**config.mk**
```make
export PLATFORM = sky130hd
export DESIGN_NAME = lbsfs_seq
export DESIGN_NICKNAME = d
export VERILOG_FILES = /design/src/hdl/lbsfs_sync.v /design/src/hdl/lbsfs_seq.v
export VERILOG_INCLUDE_DIRS = /design/src /design/src/hdl
export SDC_FILE = /design/constraint.sdc
export NUM_CORES = 1
export LEC_CHECK = 0
export ABC_AREA = 1
export BUFFER_PORTS_ARGS = -buffer_cell sky130_fd_sc_hd__buf_2
export CAP_MARGIN = 40
export CORE_ASPECT_RATIO = 0.7
export CORE_MARGIN = 2
export CORE_UTILIZATION = 52
export DETAILED_ROUTE_END_ITERATION = 10
export HOLD_SLACK_MARGIN = 0.08
export PLACE_DENSITY = 0.77
export SETUP_SLACK_MARGIN = 0.5
export SLEW_MARGIN = 20
export SYNTH_ARGS = -nofsm -noshare
export SYNTH_HDL_FRONTEND = slang
export SYNTH_SLANG_ARGS = --single-unit
```
**constraint.sdc**
```tcl
create_clock -name i_ref_clk -period 2.3 [get_ports i_ref_clk]
set_clock_uncertainty 0.2 [all_clocks]
set_input_delay 0.345 -clock i_ref_clk [delete_from_list [all_inputs] [get_ports i_ref_clk]]
set_output_delay 0.345 -clock i_ref_clk [all_outputs]
set_load 0.1 [all_outputs]
```
**src/hdl/lbsfs_map.vh**
```
// Constants for the boost start-up and fault sequencer
`ifndef LBSFS_MAP_VH
`define LBSFS_MAP_VH

// Clock rates in kHz
`define LBSFS_REF_KHZ        50000
`define LBSFS_SW_KHZ         1200

// Times in microseconds
`define LBSFS_STEP_US        213
`define LBSFS_HALF_LIM_US    5000
`define LBSFS_CTRL_OFF_US    2500

// Soft-start shape and open-LED cycle count
`define LBSFS_RAMP_STEPS     32
`define LBSFS_OPEN_CYCLES    8

// Register byte offsets
`define LBSFS_ADDR_CFG       5'h00
`define LBSFS_ADDR_STATUS    5'h04
`define LBSFS_ADDR_IRQ_STAT  5'h08
`define LBSFS_ADDR_IRQ_MASK  5'h0c

// Config register fields and reset value
`define LBSFS_CFG_SW_ALLOW   0
`define LBSFS_CFG_RESET      32'h0000_0001

// Status register fields
`define LBSFS_ST_STATE_LSB   0
`define LBSFS_ST_REF_LSB     5
`define LBSFS_ST_HALF_BIT    11
`define LBSFS_ST_CTRL_BIT    12

// Interrupt bit positions, count and mask reset value
`define LBSFS_IRQ_OPEN       0
`define LBSFS_IRQ_UV         1
`define LBSFS_IRQ_OT         2
`define LBSFS_IRQ_CTRL_OFF   3
`define LBSFS_IRQ_RAMP_DONE  4
`define LBSFS_IRQ_W          5
`define LBSFS_IRQ_MASK_RESET 5'h00

`endif

```
**src/hdl/lbsfs_sync.v**
```verilog
// Two-flop synchroniser bank for asynchronous comparator and pin levels
`timescale 1ns/10ps
`default_nettype none
module lbsfs_sync #(
  parameter W = 5
) (
  // Clock and reset
  input  wire         i_ref_clk,
  input  wire         i_rst_n,
  input  wire         i_ce,
  // Levels
  input  wire [W-1:0] i_async,
  output wire [W-1:0] o_sync
);
  genvar g;
  generate
    for (g = 0; g < W; g = g + 1) begin : g_bit
      reg meta_q;
      reg sync_q;
      always @(posedge i_ref_clk or negedge i_rst_n) begin
        if (!i_rst_n) begin
          meta_q <= 1'b0;
          sync_q <= 1'b0;
        end else if (i_ce) begin
          meta_q <= i_async[g];
          sync_q <= meta_q;
        end
      end
      assign o_sync[g] = sync_q;
    end
  endgenerate
endmodule
`default_nettype wire

```
**src/hdl/lbsfs_seq.v**
```verilog
// Soft-start, current-limit and fault sequencer for an LED boost converter
//
// Behaviour
// - Switching runs at a fixed 1.2 MHz and that tick is the time base of all sequencing.
// - After enable the reference code climbs from zero to full in 32 equal steps of 213 us.
// - Each step length is a count of switching cycles, not a separate timer.
// - For 5 ms from the start of the ramp the half current limit is selected, then full.
// - Overvoltage on the switch node with feedback below half for 8 consecutive cycles is an open-LED fault.
// - An open-LED fault stops switching and latches off until the control pin is toggled.
// - The control pin held low for more than 2.5 ms shuts the device down; the host must hold it that long.
// - In shutdown the power switch stays off and no switching pulse is issued.
// - Undervoltage shuts the switch off and the device restarts by itself when it clears.
// - Over-temperature turns the device off and it resumes by itself when it clears.
// - A steady high control pin means full reference; a host PWM on it chops the reference by duty.
//
// Chosen here: the address map and the strobed register port.
`include "lbsfs_map.vh"
`timescale 1ns/10ps
`default_nettype none
module lbsfs_seq #(
  parameter STEP_TICKS = (`LBSFS_STEP_US * `LBSFS_SW_KHZ + 999) / 1000,
  parameter HALF_TICKS = (`LBSFS_HALF_LIM_US * `LBSFS_SW_KHZ + 999) / 1000,
  parameter OFF_TICKS  = (`LBSFS_CTRL_OFF_US * `LBSFS_SW_KHZ + 999) / 1000
) (
  // Clock, reset, enable
  input  wire        i_ref_clk,
  input  wire        i_rst_n,
  input  wire        i_ce,
  // Register port
  input  wire [4:0]  i_addr,
  input  wire [31:0] i_wdata,
  input  wire        i_wr,
  input  wire        i_rd,
  output wire [31:0] o_rdata,
  // Pin and comparator inputs
  input  wire        i_ctrl_pin,
  input  wire        i_switch_node_ovp,
  input  wire        i_feedback_sense_low,
  input  wire        i_input_undervoltage_lockout,
  input  wire        i_over_temp,
  // Converter controls
  output wire        o_switch_en,
  output wire        o_cycle_start,
  output wire        o_ilim_half,
  output wire [5:0]  o_ref_code,
  output wire [5:0]  o_ref_chop,
  // Interrupt
  output wire        o_irq
);

  // One-hot states
  localparam [4:0] ST_OFF   = 5'b0_0001;
  localparam [4:0] ST_RAMP  = 5'b0_0010;
  localparam [4:0] ST_RUN   = 5'b0_0100;
  localparam [4:0] ST_HOLD  = 5'b0_1000;
  localparam [4:0] ST_LATCH = 5'b1_0000;

  // Integer forms, cut to counter width on purpose below
  localparam integer PH_INC_I    = `LBSFS_SW_KHZ;
  localparam integer PH_MOD_I    = `LBSFS_REF_KHZ;
  localparam integer REF_FULL_I  = `LBSFS_RAMP_STEPS;
  localparam integer OPEN_LAST_I = `LBSFS_OPEN_CYCLES - 1;
  localparam integer STEP_LAST_I = STEP_TICKS - 1;
  localparam integer HALF_LAST_I = HALF_TICKS - 1;
  localparam integer OFF_CNT_I   = OFF_TICKS;

  localparam [16:0] PH_INC    = PH_INC_I[16:0];
  localparam [16:0] PH_MOD    = PH_MOD_I[16:0];
  localparam [5:0]  REF_FULL  = REF_FULL_I[5:0];
  localparam [3:0]  OPEN_LAST = OPEN_LAST_I[3:0];
  localparam [8:0]  STEP_LAST = STEP_LAST_I[8:0];
  localparam [12:0] HALF_LAST = HALF_LAST_I[12:0];
  localparam [12:0] OFF_CNT   = OFF_CNT_I[12:0];

  // Synchronised levels
  wire [4:0] sync_lv;
  wire       s_ctrl;
  wire       s_ovp;
  wire       s_fbl;
  wire       s_uv;
  wire       s_ot;

  lbsfs_sync #(
    .W (5)
  ) u_sync (
    .i_ref_clk (i_ref_clk),
    .i_rst_n   (i_rst_n),
    .i_ce      (i_ce),
    .i_async   ({i_over_temp, i_input_undervoltage_lockout, i_feedback_sense_low,
                 i_switch_node_ovp, i_ctrl_pin}),
    .o_sync    (sync_lv)
  );

  assign s_ctrl = sync_lv[0];
  assign s_ovp  = sync_lv[1];
  assign s_fbl  = sync_lv[2];
  assign s_uv   = sync_lv[3];
  assign s_ot   = sync_lv[4];

  // Registers
  reg [16:0] phase_q;
  reg        tick_q;
  reg [12:0] low_cnt_q;
  reg [4:0]  state_q;
  reg [4:0]  state_d;
  reg [8:0]  step_cnt_q;
  reg [5:0]  ref_q;
  reg [12:0] half_cnt_q;
  reg        half_q;
  reg [3:0]  open_cnt_q;
  reg        seen_low_q;
  reg        sw_en_q;
  reg        cyc_q;
  reg [5:0]  chop_q;
  reg [31:0] cfg_q;
  reg [4:0]  irq_stat_q;
  reg [4:0]  irq_mask_q;
  reg [31:0] rdata_q;

  // Fractional divider: 1.2 MHz tick from the reference clock
  wire [16:0] phase_sum = phase_q + PH_INC;
  wire        phase_wrap = (phase_sum >= PH_MOD);

  always @(posedge i_ref_clk or negedge i_rst_n) begin
    if (!i_rst_n) begin
      phase_q <= 17'h0_0000;
      tick_q  <= 1'b0;
    end else if (i_ce) begin
      phase_q <= phase_wrap ? (phase_sum - PH_MOD) : phase_sum;
      tick_q  <= phase_wrap;
    end
  end

  // Control pin low-time measure
  wire ctrl_off = (low_cnt_q > OFF_CNT);

  always @(posedge i_ref_clk or negedge i_rst_n) begin
    if (!i_rst_n) begin
      low_cnt_q <= 13'h0000;
    end else if (i_ce) begin
      if (s_ctrl) begin
        low_cnt_q <= 13'h0000;
      end else if (tick_q && !ctrl_off) begin
        low_cnt_q <= low_cnt_q + 13'h0001;
      end
    end
  end

  // Fault and event terms
  wire active     = state_q[1] | state_q[2];
  wire supply_bad = s_uv | s_ot;
  wire open_fault = tick_q && s_ovp && s_fbl && (open_cnt_q == OPEN_LAST);
  wire step_end   = tick_q && (step_cnt_q == STEP_LAST);
  wire ramp_done  = state_q[1] && step_end && (ref_q == REF_FULL - 6'd1);
  wire rel_latch  = seen_low_q && s_ctrl && !supply_bad;

  // Next state
  always @* begin
    state_d = state_q;
    case (state_q)
      ST_OFF: begin
        if (s_ctrl && !ctrl_off && !supply_bad) begin
          state_d = ST_RAMP;
        end
      end
      ST_RAMP, ST_RUN: begin
        if (ctrl_off) begin
          state_d = ST_OFF;
        end else if (supply_bad) begin
          state_d = ST_HOLD;
        end else if (open_fault) begin
          state_d = ST_LATCH;
        end else if (ramp_done) begin
          state_d = ST_RUN;
        end
      end
      ST_HOLD: begin
        if (ctrl_off) begin
          state_d = ST_OFF;
        end else if (!supply_bad) begin
          state_d = ST_RAMP;
        end
      end
      ST_LATCH: begin
        if (rel_latch) begin
          state_d = ST_RAMP;
        end
      end
      default: begin
        state_d = ST_OFF;
      end
    endcase
  end

  wire start_ramp = (state_d == ST_RAMP) && (state_q != ST_RAMP);

  always @(posedge i_ref_clk or negedge i_rst_n) begin
    if (!i_rst_n) begin
      state_q <= ST_OFF;
    end else if (i_ce) begin
      state_q <= state_d;
    end
  end

  // Toggle detect for leaving the latched state
  always @(posedge i_ref_clk or negedge i_rst_n) begin
    if (!i_rst_n) begin
      seen_low_q <= 1'b0;
    end else if (i_ce) begin
      if (state_q != ST_LATCH) begin
        seen_low_q <= 1'b0;
      end else if (!s_ctrl) begin
        seen_low_q <= 1'b1;
      end
    end
  end

  // Reference ramp
  always @(posedge i_ref_clk or negedge i_rst_n) begin
    if (!i_rst_n) begin
      step_cnt_q <= 9'h000;
      ref_q      <= 6'h00;
    end else if (i_ce) begin
      if (start_ramp || !active) begin
        step_cnt_q <= 9'h000;
        ref_q      <= 6'h00;
      end else if (state_q == ST_RAMP && tick_q) begin
        if (step_end) begin
          step_cnt_q <= 9'h000;
          ref_q      <= ref_q + 6'h01;
        end else begin
          step_cnt_q <= step_cnt_q + 9'h001;
        end
      end
    end
  end

  // Half current limit interval
  always @(posedge i_ref_clk or negedge i_rst_n) begin
    if (!i_rst_n) begin
      half_cnt_q <= 13'h0000;
      half_q     <= 1'b1;
    end else if (i_ce) begin
      if (start_ramp || !active) begin
        half_cnt_q <= 13'h0000;
        half_q     <= 1'b1;
      end else if (half_q && tick_q) begin
        if (half_cnt_q == HALF_LAST) begin
          half_q <= 1'b0;
        end else begin
          half_cnt_q <= half_cnt_q + 13'h0001;
        end
      end
    end
  end

  // Open-LED consecutive cycle counter
  always @(posedge i_ref_clk or negedge i_rst_n) begin
    if (!i_rst_n) begin
      open_cnt_q <= 4'h0;
    end else if (i_ce) begin
      if (!active || start_ramp) begin
        open_cnt_q <= 4'h0;
      end else if (tick_q) begin
        if (s_ovp && s_fbl) begin
          if (open_cnt_q != OPEN_LAST) begin
            open_cnt_q <= open_cnt_q + 4'h1;
          end
        end else begin
          open_cnt_q <= 4'h0;
        end
      end
    end
  end

  // Switch drive and reference outputs
  wire run_next = (state_d == ST_RAMP || state_d == ST_RUN) &&
                  cfg_q[`LBSFS_CFG_SW_ALLOW];

  always @(posedge i_ref_clk or negedge i_rst_n) begin
    if (!i_rst_n) begin
      sw_en_q <= 1'b0;
      cyc_q   <= 1'b0;
      chop_q  <= 6'h00;
    end else if (i_ce) begin
      sw_en_q <= run_next;
      cyc_q   <= run_next && phase_wrap;
      chop_q  <= s_ctrl ? ref_q : 6'h00;
    end
  end

  // Interrupt events
  wire [4:0] irq_ev;
  assign irq_ev[`LBSFS_IRQ_OPEN]      = active && open_fault;
  assign irq_ev[`LBSFS_IRQ_UV]        = active && s_uv;
  assign irq_ev[`LBSFS_IRQ_OT]        = active && s_ot;
  assign irq_ev[`LBSFS_IRQ_CTRL_OFF]  = (state_d == ST_OFF) && (state_q != ST_OFF);
  assign irq_ev[`LBSFS_IRQ_RAMP_DONE] = ramp_done && !ctrl_off && !supply_bad && !open_fault;

  // Register writes
  wire wr_cfg  = i_wr && (i_addr == `LBSFS_ADDR_CFG);
  wire wr_stat = i_wr && (i_addr == `LBSFS_ADDR_IRQ_STAT);
  wire wr_mask = i_wr && (i_addr == `LBSFS_ADDR_IRQ_MASK);
  wire [4:0] clr_bits = wr_stat ? i_wdata[4:0] : 5'h00;

  always @(posedge i_ref_clk or negedge i_rst_n) begin
    if (!i_rst_n) begin
      cfg_q      <= `LBSFS_CFG_RESET;
      irq_stat_q <= 5'h00;
      irq_mask_q <= `LBSFS_IRQ_MASK_RESET;
    end else if (i_ce) begin
      if (wr_cfg) begin
        cfg_q <= {31'h0000_0000, i_wdata[`LBSFS_CFG_SW_ALLOW]};
      end
      if (wr_mask) begin
        irq_mask_q <= i_wdata[4:0];
      end
      irq_stat_q <= (irq_stat_q & ~clr_bits) | irq_ev;
    end
  end

  // Register reads
  reg [31:0] rd_val;
  always @* begin
    rd_val = 32'h0000_0000;
    case (i_addr)
      `LBSFS_ADDR_CFG: begin
        rd_val = cfg_q;
      end
      `LBSFS_ADDR_STATUS: begin
        rd_val[`LBSFS_ST_STATE_LSB +: 5] = state_q;
        rd_val[`LBSFS_ST_REF_LSB +: 6]   = ref_q;
        rd_val[`LBSFS_ST_HALF_BIT]       = half_q;
        rd_val[`LBSFS_ST_CTRL_BIT]       = s_ctrl;
      end
      `LBSFS_ADDR_IRQ_STAT: begin
        rd_val[4:0] = irq_stat_q;
      end
      `LBSFS_ADDR_IRQ_MASK: begin
        rd_val[4:0] = irq_mask_q;
      end
      default: begin
        rd_val = 32'h0000_0000;
      end
    endcase
  end

  always @(posedge i_ref_clk or negedge i_rst_n) begin
    if (!i_rst_n) begin
      rdata_q <= 32'h0000_0000;
    end else if (i_ce) begin
      rdata_q <= i_rd ? rd_val : 32'h0000_0000;
    end
  end

  // Outputs
  assign o_rdata       = rdata_q;
  assign o_switch_en   = sw_en_q;
  assign o_cycle_start = cyc_q;
  assign o_ilim_half   = half_q;
  assign o_ref_code    = ref_q;
  assign o_ref_chop    = chop_q;
  assign o_irq         = |(irq_stat_q & irq_mask_q);

endmodule
`default_nettype wire

```
==> metrics.cfg <==
[cts]
cts_tree=yes
htreeDepth=3
cts_buffers=9
cts_sinks=108
clockBufferDepth=2
cts_root_buf=clkbuf_16
clkTransAtPathRegs_ns=0.07
clk-insertion-delay-late_ns=0.36

[power]
switching_power_mw=3.64
seq_power_share=0.299
ir_drop_uv=552
power_density_nw_per_um2=955
leakage_nw=4.19
p_int_mw=4.67
p_total_mw=8.31
pwr-share-clk=0.193
combPwrFrac=0.509
p_sw_frac=0.438

[min_path]
min_to=o_rdata[12]$_DFFE_PN0P_
hold_start=i_rd
hold_depth=2
min_path_type=in2reg

[yosys]
synth_cells=826
synth_area_um2=6200
synth_cell_types=45
synth_warnings=0
ys_seq_elements=108
syn_avg_cell_area_um2=7.51
ys_seq_area_frac=0.436

[grt]
grtUsageTotal=0.263
antenna_found_initial=0
grt_pass1_wl_mm=26.9
overflow=0
grt_pass1_vias=5572
grt_max_degree=49

[final_layout]
antennaDiodeCount=0
syn2layout_area_growth_pct=40.4
instances_no_fill=1141
fillCellCount=732
final_layout_size_suffix_gt1_frac=0.389
final_nets=1035

[worst_setup_path]
r2r.worst_path.cells=16
endpoint_kind=flip-flop
crit_required_ns=2.34
r2r_slack_ns=0.01
crit_start=phase_q[5]$_DFFE_PN0P_
startpoint_type=flip-flop
crit_fanout=5
path_class=reg2reg
crit_arrival_ns=2.33
rr_endpoint=phase_q[4]$_DFFE_PN0P_
worstReg2RegStart=phase_q[5]$_DFFE_PN0P_

[floorplanning]
start_util=0.531
rows=33
die_area_um2=12800
die_w_um=135
die_y_um=95.4
core_um2=11700
io_pins=95

[sta]
max_slew.worst_pin.slew_ns=0.548
setup_viol=0
hold_violations=0
slew_violations=0
rsz0062_at_grt=yes
fin_crit_sh=0.996
slew_headroom=0.634
fmax_mhz=437
period_minus_slack_ns=2.29

[detailed_routing]
via_per_inst=5.69
drc=0
routedWlPerCell_um=17.2
via_count=6488
drt_iter0_markers=628
ant_nets=0
wirelength_mm=19.6
firstDrtPassIters=6

[placed_design]
hpwl_mm=10.1
place_inst=1033
portBuffers=48
place.gp.congestion=0.908

[run]
maxCapViolations=0

[status]
run_status=completed

[logic make-up after synthesis]
| logic type | share of synthesized area |
|---|---|
| AOI/OAI and AO/OA | 0.131 |
| xor gates and xnor gates | 0.0184 |
| adders and majority gates | 0.0181 |
| buffers and inverters | 0.107 |
| DFF | 0.436 |
| other | 0.000604 |
| and+or+nand+nor | 0.289 |
[cell usage after synthesis (all sizes together)]
library cell	count	area share
nand3b	1	0.0012
a22o	1	0.0014
ha	9	0.018
a211oi	2	0.0024
dfrtp	105	0.42
o211ai	3	0.0036
inv	108	0.065
o21bai	1	0.0030
a311oi	1	0.0014
or2	2	0.0020
nor2	69	0.046
o21ai	72	0.058
clkbuf	11	0.0067
conb	1	0.00060
nor4	4	0.0040
o21a	3	0.0036
buf	27	0.033
clkinv	3	0.0018
a31oi	3	0.0030
o41ai	1	0.0014
xor2	13	0.018
nand2	236	0.15
and2	2	0.0020
o22ai	7	0.0071
a221oi	1	0.0014
nor3	17	0.015
o31ai	1	0.0012
a21oi	38	0.031
a22oi	1	0.0012
nand4	14	0.014
nand3	59	0.050
dfstp	3	0.013
a32o	7	0.011
[flip-flops by register name, summed over array words and instances (netlist names)]
| register | count |
|---|---|
| cfg_q | 1 |
| half_cnt_q | 13 |
| irq_mask_q | 5 |
| irq_stat_q | 5 |
| low_cnt_q | 13 |
| o_cycle_start | 1 |
| o_ilim_half | 1 |
| o_rdata | 13 |
| o_ref_chop | 6 |
| o_ref_code | 6 |
| o_switch_en | 1 |
| open_cnt_q | 4 |
| phase_q | 13 |
| seen_low_q | 1 |
| state_q | 5 |
| step_cnt_q | 9 |
| tick_q | 1 |
| u_sync.g_bit.meta_q | 5 |
| u_sync.g_bit.sync_q | 5 |
[worst max path at each step]
| stage | end | slack [ns] | cells past startpoint |
|---|---|---|---|
| 2_1_floorplan | o_irq | -0.08 | 2 |
| 3_3_place_gp | phase_q[14]$_DFFE_PN0P_ | 0.02 | 18 |
| 3_5_place_dp | phase_q[14]$_DFFE_PN0P_ | -0.03 | 18 |
| 4_1_cts | phase_q[4]$_DFFE_PN0P_ | 0.07 | 14 |
| 5_1_grt | phase_q[4]$_DFFE_PN0P_ | -0.11 | 16 |
| 6_report | phase_q[4]$_DFFE_PN0P_ | 0.01 | 16 |
[worst max-delay path: stages (launching register included)]
cell	delay (ns)
dfrtp_1	0.39
inv_2	0.07
ha_4	0.16
inv_2	0.06
nand2_4	0.06
nand2_4	0.09
nand2_4	0.08
nand2_4	0.09
nand2_4	0.07
nand2_4	0.10
nand2_4	0.05
nor2_4	0.10
nand3_2	0.10
nand2_4	0.12
buf_6	0.14
nand3_4	0.10
xor2_1	0.17
[power groups by stage]
stage / clock network [mW] / logic (mW) / registers, mW
after floorplan: 0 / 2.11 / 2.68
after global placement: 0 / 2.88 / 2.48
after detailed placement: 0 / 2.95 / 2.49
after CTS: 1.61 / 3.49 / 2.44
after global routing: 1.69 / 4.57 / 2.52
final: 1.60 / 4.23 / 2.48
[area by class of cell]
cell class                      count  area [µm²]  area share
Tap cell                          157         196      0.0226
Multi-Input combinational cell    587        3750       0.431
Clock buffer                       11         243      0.0279
Timing Repair Buffer              161        1270       0.145
Sequential cell                   108        2730       0.313
Clock inverter                      5        60.1     0.00690
Inverter                          111         449      0.0516
Timing Repair inverter              1        11.3     0.00129
[layer usage]
layer	part of all wire	GRT usage
met1	0.41	0.379
met2	0.49	0.418
met5	0	0
met4	0.032	0.0649
met3	0.069	0.0404
[placed cells by master, fill, tap and decap left out, types with 18 or more instances in the layout]
master / netlist / final
inv_1: 107 / 86
buf_6: 3 / 24
nand2_2: 20 / 39
nor2_1: 63 / 41
nand2_4: 3 / 21
o21ai_0: 70 / 40
nand3_2: 1 / 19
inv_2: 1 / 19
dfrtp_1: 105 / 93
buf_2: 4 / 42
o21ai_1: 2 / 18
nand3_1: 57 / 38
conb_1: 1 / 19
nand2_1: 213 / 173
buf_4: 20 / 80
a21oi_1: 37 / 22
[stage by stage]
stage	util	area (µm²)	hold WS [ns]	TNS, ns	setup slack [ns]
4_1_cts	0.675	7890	0.0828	0	0.0687
6_report	0.745	8710	0.0928	0	0.0102
5_1_grt	0.745	8710	0.0965	-0.952	-0.111
2_1_floorplan	-	6400	-0.151	-0.0822	-0.0822
3_5_place_dp	0.580	6770	0.129	-0.178	-0.0275
3_3_place_gp	0.580	6770	0.128	0	0.0189
[repair_timing]
item                       CTS  global route
resized for setup          109           162
hold buffers                10             0
gates cloned                 4             1
buffers inserted            44            33
pin swaps                   44            57
setup endpoints to repair   66            68
hold endpoints to repair    40             0
No activity file was read; power rests on OpenSTA's default activity.
